File: config.mk
export PLATFORM = sky130hd
export DESIGN_NAME = l2iqc_ctrl
export DESIGN_NICKNAME = d
export VERILOG_FILES = /design/src/hw/l2iqc_pkg.sv /design/src/hw/l2iqc_ctrl.sv
export SDC_FILE = /design/constraint.sdc
export NUM_CORES = 2
export LEC_CHECK = 0
export BUFFER_PORTS_ARGS = -buffer_cell sky130_fd_sc_hd__buf_2
export CAP_MARGIN = 20
export CORE_MARGIN = 4
export CORE_UTILIZATION = 61
export DETAILED_ROUTE_END_ITERATION = 6
export GPL_TIMING_DRIVEN = 0
export PLACE_DENSITY = 0.89
export SLEW_MARGIN = 25
export SYNTH_ARGS = -nofsm -noshare
export SYNTH_HDL_FRONTEND = slang
export SYNTH_SLANG_ARGS = --single-unit
File: constraint.sdc
create_clock -name clk_sys_in -period 9.3 [get_ports clk_sys_in]
set_input_delay 0.465 -clock clk_sys_in [delete_from_list [all_inputs] [get_ports clk_sys_in]]
set_output_delay 0.465 -clock clk_sys_in [all_outputs]
set_load 0.02 [all_outputs]
File: src/hw/l2iqc_pkg.sv
/*
 * l2iqc_pkg: register map, vector layout and sizes of the layer-two
 * interrupt queue controller.
 * assumes: used by the controller and its bench, nothing else.
 */
package l2iqc_pkg;
    // ====
    // register offsets (byte addresses)
    localparam logic [7:0] A_CTRL    = 8'h00;
    localparam logic [7:0] A_GSTAT   = 8'h04;
    localparam logic [7:0] A_GACK    = 8'h08;
    localparam logic [7:0] A_QMASK   = 8'h0C;
    localparam logic [7:0] A_HPMASK  = 8'h10;
    localparam logic [7:0] A_SYSQ    = 8'h14;
    localparam logic [7:0] A_DTHR    = 8'h18;
    localparam logic [7:0] A_DCNT    = 8'h1C;
    localparam logic [7:0] A_MBFIFO  = 8'h20;
    localparam logic [7:0] A_ISTAT   = 8'h24;
    localparam logic [7:0] A_ICLR    = 8'h28;
    localparam logic [7:0] A_IEN     = 8'h2C;
    localparam logic [7:0] A_QSTART  = 8'h40;
    localparam logic [7:0] A_QLEN    = 8'h80;
    // ====
    // control bits
    localparam int CTRL_FIFO_INTA = 0;
    localparam int CTRL_BRIDGE    = 1;
    // ====
    // vector layout
    localparam int V_ONE   = 31;
    localparam int V_GRP   = 29;
    localparam int V_SUB   = 27;
    localparam int V_QUE   = 24;
    localparam int SYS_RBF = 19;
    localparam logic [1:0] G_CMD  = 2'h0;
    localparam logic [1:0] G_CHAN = 2'h1;
    localparam logic [1:0] G_PORT = 2'h2;
    localparam logic [1:0] G_SYS  = 2'h3;
    // ====
    // queues
    localparam int NQ       = 9;
    localparam int NGQ      = 8;
    localparam logic [3:0] Q_HP  = 4'h7;
    localparam logic [3:0] Q_CMD = 4'h8;
    localparam logic [15:0] CMD_QLEN = 16'h0200;
    localparam logic [15:0] QLEN_RST = 16'h0001;
    // ====
    // local interrupt status bits
    localparam int I_VEC  = 0;
    localparam int I_DROP = 1;
    localparam int I_OVF  = 2;
    localparam int NI     = 3;
endpackage : l2iqc_pkg

File: src/hw/l2iqc_ctrl.sv
/*
 * l2iqc_ctrl: layer-two interrupt queue controller. takes event vectors,
 * writes them into ring queues in host memory, drives the pci interrupt,
 * buffers mailbox events for the local interrupt pin.
 * assumes: one 10 mhz clock, synchronous inputs, a memory writer that
 * answers each word with mem_ack_in, a register master per the plain port.
 */
// Our own choices: the placing of the registers and the address-and-strobe port.
// Operation
// all command, channel, port, system events go through this controller to queues and inta
// mailbox events sit in a fifo driving the local pin, optionally inta
// local-bus interrupt may be bridged onto inta
// after reset no vector is produced
// each source gives vector plus target queue; vector goes there
// channel events with hp mask bit set go to queue seven instead
// writing a vector into an unmasked queue asserts inta
// global status shows which queues hold new vectors
// masked queue still gets vectors but does not assert inta
// eight general ring queues with own start address and size
// command queue has fixed size of two halves of 256 words
// vectors are 32 bits with bit 31 written as one
// layout: group 30:29, subclass 28:27, queue 26:24, payload 23:0
// group codes: 00 command, 01 channel, 10 port, 11 system
// subclass upper bit gives tx or rx path; payload passed as given
// nine start addresses, eight lengths; queue 8 length fixed
// drop count reaching threshold issues receive-fail system vector; count readable
// per-queue write pointer wraps to start after last word
`timescale 1ns/10ps
module l2iqc_ctrl #(
    parameter int MB_DEPTH = 4,
    parameter int MB_WIDTH = 16
) (
    input  wire logic        clk_sys_in,
    input  wire logic        rst_n_in,
    input  wire logic [7:0]  reg_addr_in,
    input  wire logic [31:0] reg_wdata_in,
    input  wire logic        reg_wr_in,
    input  wire logic        reg_rd_in,
    output logic      [31:0] reg_rdata_out,
    input  wire logic        evt_valid_in,
    input  wire logic [1:0]  evt_group_in,
    input  wire logic [1:0]  evt_subclass_in,
    input  wire logic [2:0]  evt_queue_in,
    input  wire logic [23:0] evt_info_in,
    output logic             evt_ready_out,
    input  wire logic        rx_drop_in,
    input  wire logic        mbox_evt_in,
    input  wire logic [MB_WIDTH-1:0] mbox_info_in,
    input  wire logic        lbus_irq_n_in,
    output logic             mem_wr_out,
    output logic      [31:0] mem_addr_out,
    output logic      [31:0] mem_wdata_out,
    input  wire logic        mem_ack_in,
    output logic             pci_inta_n_out,
    output logic             local_irq_pin_n_out,
    output logic             irq_out
);
    // ====
    // parameter checks
    initial
    begin
        if (MB_DEPTH < 2 || MB_DEPTH > 256 || MB_WIDTH < 1 || MB_WIDTH > 31)
            $error("l2iqc_ctrl: unsupported mailbox fifo shape");
    end

    localparam int MBA = $clog2(MB_DEPTH);

    // ====
    // helpers
    function automatic logic [31:0] build_vec(input logic [1:0]  grp,
                                              input logic [1:0]  sub,
                                              input logic [2:0]  que,
                                              input logic [23:0] info);
        logic [31:0] v;
        v = {8'h00, info};
        v[l2iqc_pkg::V_ONE] = 1'b1;
        v[l2iqc_pkg::V_GRP +: 2] = grp;
        v[l2iqc_pkg::V_SUB +: 2] = sub;
        v[l2iqc_pkg::V_QUE +: 3] = que;
        return v;
    endfunction : build_vec

    function automatic logic wr_hit(input logic [7:0] a, input logic [7:0] o);
        return reg_wr_in && (reg_addr_in == a + o);
    endfunction : wr_hit

    typedef enum logic [0:0] {S_IDLE, S_WRITE} l2iqc_state_t;

    // ====
    // registers
    l2iqc_state_t            state_q;
    logic                    ready_q;
    logic [1:0]              ctrl_q;
    logic [l2iqc_pkg::NQ-1:0] gstat_q;
    logic [l2iqc_pkg::NQ-1:0] qmask_q;
    logic [l2iqc_pkg::NGQ-1:0] hpmask_q;
    logic [2:0]              sysq_q;
    logic [15:0]             dthr_q;
    logic [15:0]             dcnt_q;
    logic                    sys_pend_q;
    logic [31:0]             qstart_q [l2iqc_pkg::NQ];
    logic [15:0]             qlen_q   [l2iqc_pkg::NGQ];
    logic [15:0]             ptr_q    [l2iqc_pkg::NQ];
    logic [3:0]              cur_q;
    logic [l2iqc_pkg::NI-1:0] istat_q;
    logic [l2iqc_pkg::NI-1:0] ien_q;
    logic [MB_WIDTH-1:0]     mb_mem_q [MB_DEPTH];
    logic [MBA:0]            mb_cnt_q;
    logic [MBA-1:0]          mb_rd_q;
    logic [MBA-1:0]          mb_wr_q;

    // ==========================================================
    // event intake and queue selection
    logic [3:0]  sel_q_d;
    logic        done;
    logic        mb_pop;
    logic        mb_push;
    logic        drop_hit;

    always_comb
    begin
        sel_q_d = {1'b0, evt_queue_in};
        if (evt_group_in == l2iqc_pkg::G_CMD)
            sel_q_d = l2iqc_pkg::Q_CMD;
        else if (evt_group_in == l2iqc_pkg::G_CHAN && hpmask_q[evt_queue_in])
            sel_q_d = l2iqc_pkg::Q_HP;
    end

    assign done     = (state_q == S_WRITE) && mem_ack_in;
    assign mb_pop   = reg_rd_in && reg_addr_in == l2iqc_pkg::A_MBFIFO && mb_cnt_q != '0;
    assign mb_push  = mbox_evt_in && (mb_cnt_q != MB_DEPTH[MBA:0] || mb_pop);
    assign drop_hit = rx_drop_in && dthr_q != 16'h0000 && dcnt_q + 16'h0001 == dthr_q;

    // ==========================================================
    // write engine: one vector at a time, system vector behind events
    always_ff @(posedge clk_sys_in or negedge rst_n_in)
    begin
        if (!rst_n_in)
        begin
            state_q       <= S_IDLE;
            ready_q       <= 1'b0;
            cur_q         <= 4'h0;
            mem_wr_out    <= 1'b0;
            mem_addr_out  <= 32'h0000_0000;
            mem_wdata_out <= 32'h0000_0000;
        end
        else
        begin
            case (state_q)
                S_IDLE:
                begin
                    if (ready_q && evt_valid_in)
                    begin
                        ready_q       <= 1'b0;
                        cur_q         <= sel_q_d;
                        mem_wdata_out <= build_vec(evt_group_in, evt_subclass_in,
                                                   sel_q_d[2:0], evt_info_in);
                        mem_addr_out  <= qstart_q[sel_q_d] + {14'h0000, ptr_q[sel_q_d], 2'h0};
                        mem_wr_out    <= 1'b1;
                        state_q       <= S_WRITE;
                    end
                    else if (sys_pend_q)
                    begin
                        ready_q       <= 1'b0;
                        cur_q         <= {1'b0, sysq_q};
                        mem_wdata_out <= build_vec(l2iqc_pkg::G_SYS, 2'h0, sysq_q,
                                                   24'h1 << l2iqc_pkg::SYS_RBF);
                        mem_addr_out  <= qstart_q[sysq_q] + {14'h0000, ptr_q[sysq_q], 2'h0};
                        mem_wr_out    <= 1'b1;
                        state_q       <= S_WRITE;
                    end
                    else
                        ready_q <= 1'b1;
                end
                S_WRITE:
                begin
                    if (mem_ack_in)
                    begin
                        mem_wr_out <= 1'b0;
                        state_q    <= S_IDLE;
                    end
                end
                default:
                    state_q <= S_IDLE;
            endcase
        end
    end

    assign evt_ready_out = ready_q;

    // ==========================================================
    // write pointers, wrap at configured length (queue 8 at fixed CMD_QLEN of 512 words)
    always_ff @(posedge clk_sys_in or negedge rst_n_in)
    begin
        if (!rst_n_in)
        begin
            for (int i = 0; i < l2iqc_pkg::NQ; i++)
                ptr_q[i] <= 16'h0000;
        end
        else
        begin
            for (int i = 0; i < l2iqc_pkg::NQ; i++)
            begin
                if (wr_hit(l2iqc_pkg::A_QSTART, 8'(4 * i)))
                    ptr_q[i] <= 16'h0000;
                else if (done && cur_q == 4'(i))
                begin
                    logic [15:0] len;
                    len = (i == l2iqc_pkg::NQ - 1) ? l2iqc_pkg::CMD_QLEN
                        : qlen_q[i < l2iqc_pkg::NGQ ? i : 0];
                    if (len == 16'h0000 || ptr_q[i] + 16'h0001 >= len)
                        ptr_q[i] <= 16'h0000;
                    else
                        ptr_q[i] <= ptr_q[i] + 16'h0001;
                end
            end
        end
    end

    // ==========================================================
    // configuration registers
    always_ff @(posedge clk_sys_in or negedge rst_n_in)
    begin
        if (!rst_n_in)
        begin
            ctrl_q   <= 2'h0;
            qmask_q  <= '0;
            hpmask_q <= '0;
            sysq_q   <= 3'h0;
            dthr_q   <= 16'h0000;
            ien_q    <= '0;
            for (int i = 0; i < l2iqc_pkg::NQ; i++)
                qstart_q[i] <= 32'h0000_0000;
            for (int i = 0; i < l2iqc_pkg::NGQ; i++)
                qlen_q[i] <= l2iqc_pkg::QLEN_RST;
        end
        else
        begin
            if (wr_hit(l2iqc_pkg::A_CTRL, 8'h00))
                ctrl_q <= reg_wdata_in[1:0];
            if (wr_hit(l2iqc_pkg::A_QMASK, 8'h00))
                qmask_q <= reg_wdata_in[l2iqc_pkg::NQ-1:0];
            if (wr_hit(l2iqc_pkg::A_HPMASK, 8'h00))
                hpmask_q <= reg_wdata_in[l2iqc_pkg::NGQ-1:0];
            if (wr_hit(l2iqc_pkg::A_SYSQ, 8'h00))
                sysq_q <= reg_wdata_in[2:0];
            if (wr_hit(l2iqc_pkg::A_DTHR, 8'h00))
                dthr_q <= reg_wdata_in[15:0];
            if (wr_hit(l2iqc_pkg::A_IEN, 8'h00))
                ien_q <= reg_wdata_in[l2iqc_pkg::NI-1:0];
            for (int i = 0; i < l2iqc_pkg::NQ; i++)
                if (wr_hit(l2iqc_pkg::A_QSTART, 8'(4 * i)))
                    qstart_q[i] <= {reg_wdata_in[31:2], 2'h0};
            for (int i = 0; i < l2iqc_pkg::NGQ; i++)
                if (wr_hit(l2iqc_pkg::A_QLEN, 8'(4 * i)))
                    qlen_q[i] <= reg_wdata_in[15:0];
        end
    end

    // ==========================================================
    // global status: set on vector written, write-one ack; set wins
    always_ff @(posedge clk_sys_in or negedge rst_n_in)
    begin
        if (!rst_n_in)
            gstat_q <= '0;
        else
        begin
            for (int i = 0; i < l2iqc_pkg::NQ; i++)
            begin
                if (done && cur_q == 4'(i))
                    gstat_q[i] <= 1'b1;
                else if (wr_hit(l2iqc_pkg::A_GACK, 8'h00) && reg_wdata_in[i])
                    gstat_q[i] <= 1'b0;
            end
        end
    end

    // ==========================================================
    // receive drop counter and threshold
    always_ff @(posedge clk_sys_in or negedge rst_n_in)
    begin
        if (!rst_n_in)
        begin
            dcnt_q     <= 16'h0000;
            sys_pend_q <= 1'b0;
        end
        else
        begin
            if (rx_drop_in && dcnt_q != 16'hFFFF)
                dcnt_q <= dcnt_q + 16'h0001;
            else if (wr_hit(l2iqc_pkg::A_DCNT, 8'h00))
                dcnt_q <= 16'h0000;
            if (drop_hit)
                sys_pend_q <= 1'b1;
            else if (state_q == S_IDLE && !(ready_q && evt_valid_in))
                sys_pend_q <= 1'b0;
        end
    end

    // ==========================================================
    // mailbox fifo; a read of its register pops one entry
    always_ff @(posedge clk_sys_in or negedge rst_n_in)
    begin
        if (!rst_n_in)
        begin
            mb_cnt_q <= '0;
            mb_rd_q  <= '0;
            mb_wr_q  <= '0;
            for (int i = 0; i < MB_DEPTH; i++)
                mb_mem_q[i] <= '0;
        end
        else
        begin
            if (mb_push)
            begin
                mb_mem_q[mb_wr_q] <= mbox_info_in;
                mb_wr_q <= (mb_wr_q == MBA'(MB_DEPTH - 1)) ? '0 : mb_wr_q + 1'b1;
            end
            if (mb_pop)
                mb_rd_q <= (mb_rd_q == MBA'(MB_DEPTH - 1)) ? '0 : mb_rd_q + 1'b1;
            if (mb_push && !mb_pop)
                mb_cnt_q <= mb_cnt_q + 1'b1;
            else if (mb_pop && !mb_push)
                mb_cnt_q <= mb_cnt_q - 1'b1;
        end
    end

    // ==========================================================
    // pins: inta low on unmasked queue status, fifo or bridge
    always_ff @(posedge clk_sys_in or negedge rst_n_in)
    begin
        if (!rst_n_in)
        begin
            pci_inta_n_out      <= 1'b1;
            local_irq_pin_n_out <= 1'b1;
        end
        else
        begin
            pci_inta_n_out <= !(|(gstat_q & ~qmask_q)
                || (ctrl_q[l2iqc_pkg::CTRL_FIFO_INTA] && mb_cnt_q != '0)
                || (ctrl_q[l2iqc_pkg::CTRL_BRIDGE] && !lbus_irq_n_in));
            local_irq_pin_n_out <= (mb_cnt_q == '0);
        end
    end

    // ==========================================================
    // local interrupt status, clear register, enable
    always_ff @(posedge clk_sys_in or negedge rst_n_in)
    begin
        if (!rst_n_in)
        begin
            istat_q <= '0;
            irq_out <= 1'b0;
        end
        else
        begin
            logic [l2iqc_pkg::NI-1:0] set;
            set = '0;
            set[l2iqc_pkg::I_VEC]  = done;
            set[l2iqc_pkg::I_DROP] = drop_hit;
            set[l2iqc_pkg::I_OVF]  = mbox_evt_in && !mb_push;
            if (wr_hit(l2iqc_pkg::A_ICLR, 8'h00))
                istat_q <= (istat_q & ~reg_wdata_in[l2iqc_pkg::NI-1:0]) | set;
            else
                istat_q <= istat_q | set;
            irq_out <= |(istat_q & ien_q);
        end
    end

    // ==========================================================
    // read port; unmapped and write-only addresses read zero
    always_ff @(posedge clk_sys_in or negedge rst_n_in)
    begin
        if (!rst_n_in)
            reg_rdata_out <= 32'h0000_0000;
        else if (reg_rd_in)
        begin
            reg_rdata_out <= 32'h0000_0000;
            case (reg_addr_in)
                l2iqc_pkg::A_CTRL:   reg_rdata_out <= {30'h0, ctrl_q};
                l2iqc_pkg::A_GSTAT:  reg_rdata_out <= {23'h0, gstat_q};
                l2iqc_pkg::A_QMASK:  reg_rdata_out <= {23'h0, qmask_q};
                l2iqc_pkg::A_HPMASK: reg_rdata_out <= {24'h0, hpmask_q};
                l2iqc_pkg::A_SYSQ:   reg_rdata_out <= {29'h0, sysq_q};
                l2iqc_pkg::A_DTHR:   reg_rdata_out <= {16'h0, dthr_q};
                l2iqc_pkg::A_DCNT:   reg_rdata_out <= {16'h0, dcnt_q};
                l2iqc_pkg::A_ISTAT:  reg_rdata_out <= {29'h0, istat_q};
                l2iqc_pkg::A_IEN:    reg_rdata_out <= {29'h0, ien_q};
                l2iqc_pkg::A_MBFIFO:
                    if (mb_cnt_q != '0)
                        reg_rdata_out <= {1'b1, (31 - MB_WIDTH)'(0), mb_mem_q[mb_rd_q]};
                default:
                begin
                    for (int i = 0; i < l2iqc_pkg::NQ; i++)
                        if (reg_addr_in == l2iqc_pkg::A_QSTART + 8'(4 * i))
                            reg_rdata_out <= qstart_q[i];
                    for (int i = 0; i < l2iqc_pkg::NGQ; i++)
                        if (reg_addr_in == l2iqc_pkg::A_QLEN + 8'(4 * i))
                            reg_rdata_out <= {16'h0, qlen_q[i]};
                end
            endcase
        end
    end
endmodule : l2iqc_ctrl

==> flow_summary.toml <==
[global_routing]
grt_pass1_wl_mm = 307
globalRoute.totalOverflow = 0
grt_pass1_vias = 42300
antenna_found_initial = 18
grt_usage = 0.518
grt_max_degree = 131

[synth]
netlist_area_um2 = 47900
synth_compound_area_frac = 0.163
syn-instance-count = 4585
synth_cell_types = 93
ys_seq_area_frac = 0.410
synth-edff-count = 0
synthFlopType = "dfrtp_1"
synth_fa_ha_area_frac = 0.0473
syn_avg_cell_area_um2 = 10.4
async_reset_ff_frac = 1.00
synth_xor_area_frac = 0.0348
synth_mux_area_frac = 0.199
ys_ff_latch = 784
synth-simple-area-share = 0.105
yosysWarnings = 0
synth_top_family_by_area = "multiplexers"

[placed_design]
place_hpwl_mm = 165
portBuffers = 189
gp_congestion = 1.10
placed_area_um2 = 50400

[worst_setup_path]
critical_path_class = "flip-flop to flip-flop"
crit_path_cell_trace = "buf_1 > buf_1 > clkbuf_2 > clkbuf_1 > mux4_2 > mux2i_1 > inv_1 > ha_1 > a21o_1 > a21oi_1 > o21ai_0 > nand3_1 > a31oi_1 > o21ai_0 > a21oi_1 > and3b_1 > xor2_1 > o221ai_1"
critPathMaxFanout = 10
slowest_stage = "clkbuf_1"
ff2ff_path_depth = 18
slowest_delay_ns = 0.81
r2r_start = "sysq_q[1]"
arrival_ns = 8.29
end_kind = "flip-flop"
reg2reg_setup_slack_ns = 1.50
r2r-end = "mem_addr_out[23]"
required_ns = 9.79
crit_path_start_kind = "flip-flop"

[hold_path]
hold-path-endpoint = "mem_wdata_out[27]"
holdCritStartpoint = "evt_subclass_in[0]"
min_delay_path_depth = 2
min_path_type = "input pin to flip-flop"

[layout]
final_area_um2 = 53500
multi_input_area_um2 = 26300
drive_above_1_share = 0.219
n_fill_cell = 5662
synthToLayoutAreaGrowth_pct = 11.8
seq_area_um2 = 19600
fin_nets = 5150

[cts]
clk_pin_slew_ns = 0.06
cts_tree = "yes"
postCtsSetupBuffers = 0
clk_path_buf_depth = 3
clock_latency_ns = 0.68
cts_num_sinks = 784
cts-root-buf = "clkbuf_16"
cts_buffers = 88
htreeDepth = 3

[timing]
period_share = 0.838
min_period_ns = 7.80
max_slew.worst_pin.slew_ns = 1.26
maxSlewViolCount = 0
hold_viol = 0
slew_headroom = 0.159
holdWs_ns = 0.0264
max_freq_mhz = 128
setup_tns_ns = 0
setup_viol = 0
skew_ns = 0.0334
rsz0062_at_grt = "no"

[die]
die_h_um = 288
rows = 102
die_w_um = 288
core-area_um2 = 77600
fp.dieArea_um2 = 83000
initial_core_util = 0.617
io_pins = 197

[route]
drc = 65
dr.pass1.iters = 7
post_drt_wl_per_cell_um = 36.5
routed-via-count = 44700
avgViaCountPerCell = 7.44
drt_iter0_drc = 6955
detail_route.wirelength_mm = 219
ant_nets = 0

[power]
peakVddDrop_v = 0.000279
power_density_nw_per_um2 = 201
p_leak_uw = 0.0244

[status]
violations = "DRC"
status = "finished, violations left"

[job]
cap_violations = 0
[registers in the layout, indices dropped and copies added (netlist names), 2 cells and up]
signal / flops
dcnt_q: 16
sysq_q: 3
gstat_q: 9
dthr_q: 16
mem_addr_out: 30
mb_wr_q: 2
istat_q: 3
ptr_q: 144
qmask_q: 9
mb_rd_q: 2
ctrl_q: 2
hpmask_q: 8
qlen_q: 128
qstart_q: 270
mem_wdata_out: 32
mb_mem_q: 64
ien_q: 3
reg_rdata_out: 32
mb_cnt_q: 3
[layout make-up]
class / count / area share
clock inverter: 38 / 0.00994
timing repair buffer: 199 / 0.0216
tap: 1040 / 0.0243
multi-input combinational: 3293 / 0.492
sequential: 784 / 0.367
antenna: 13 / 0.000608
inverter: 208 / 0.0146
buffer: 301 / 0.0228
clock buffer: 126 / 0.0472
[worst max-delay path, delay by kind of cell (launching register included)]
kind                     cells  cell delay (ns)
adder cells (fa/ha/maj)      1             0.32
XOR/XNOR                     1             0.19
AO/OA/AOI/OAI                7             2.05
flip-flops                   1             0.49
multiplexers                 2             1.04
AND/OR/NAND/NOR              2             0.45
buffers and inverters        5             3.05
[worst max-delay path by stage]
stage                     from  depth (start not counted)  slack (ns)           endpoint
2_1_floorplan  evt_queue_in[0]                         22        4.10   mem_addr_out[28]
3_3_place_gp          rst_n_in                          1       -8.70  mem_wdata_out[18]
3_5_place_dp   evt_queue_in[1]                         24        1.44   mem_addr_out[28]
4_1_cts              sysq_q[1]                         18        1.52   mem_addr_out[23]
5_1_grt              sysq_q[1]                         18        1.50   mem_addr_out[23]
6_report             sysq_q[1]                         18        1.50   mem_addr_out[23]
[Yosys cell counts (21+ instances only)]
cell	number	area [um2]
a221oi_1	60	526
mux2_2	512	5770
mux2i_1	126	1260
and2_1	24	150
and3_1	69	432
a32o_1	33	330
a22oi_1	126	946
a21oi_1	153	766
a222oi_1	21	210
a22o_1	77	674
inv_1	208	781
nand3b_1	27	203
mux4_2	109	2450
xnor2_1	109	955
nor3_1	33	165
o21ai_0	249	1250
nand2_1	382	1430
nand3_1	128	641
o211ai_1	26	195
a21o_1	70	526
ha_1	176	2200
nand4_1	41	257
buf_1	46	173
a31oi_1	105	657
nor2_1	194	728
clkbuf_1	230	863
nor2b_1	21	131
o22ai_1	57	357
dfrtp_1	774	19400
xor2_1	81	709
o221ai_1	40	350
nand2b_1	30	188
nor4_1	42	263
[kinds of logic (layout without fill, tap and decap cells)]
group | count (synthesis) | count (layout)
simple gates | 1041 | 1041
other cells | 1 | 15
flops | 784 | 784
buf+inv | 509 | 872
mux | 750 | 750
fa+ha+maj | 179 | 179
compound gates | 1131 | 1131
xor+xnor | 190 | 190
[layer usage]
metal,global-route usage,share of wire
met5,0.0128,0.0019
met4,0.278,0.072
met3,0.271,0.17
met2,0.701,0.39
met1,0.669,0.36
[cell usage in the layout (no fill, tap or decap), drive strengths merged, types with 36 or more instances in the layout]
master,count
nor3,36
nor2,195
a21o,70
o221ai,40
o21ai,252
a221oi,60
xor2,81
inv,210
clkbuf,365
a31oi,106
ha,176
buf,260
mux4,109
a22oi,127
nand2,382
mux2i,128
a21oi,154
o22ai,57
nand3,128
dfrtp,774
and3,69
xnor2,109
mux2,513
a22o,77
nand4,44
nor4,43
[power breakdown]
part	switching, uW	internal [uW]
clock network	1560	2160
logic	1680	971
registers	501	3870
[metrics by stage]
stage / total power (uW) / setup WS, ns / std cells / utilization
after detailed placement: 6880 / 1.44 / 5824 / 0.649
after CTS: 10600 / 1.52 / 5989 / 0.689
final: 10700 / 1.50 / 6002 / 0.690
after floorplan: 5760 / 4.10 / 4586 / -
after global placement: 6730 / -8.70 / 5815 / 0.646
after global routing: 11000 / 1.50 / 5993 / 0.689
[repair_timing]
item | in CTS | in global routing
endpoints found under the setup margin | 0 | 0
hold endpoints to repair | 121 | 0
resized for setup | 0 | 0
hold buffers | 1 | 0
(Power assumes the default switching activity.)
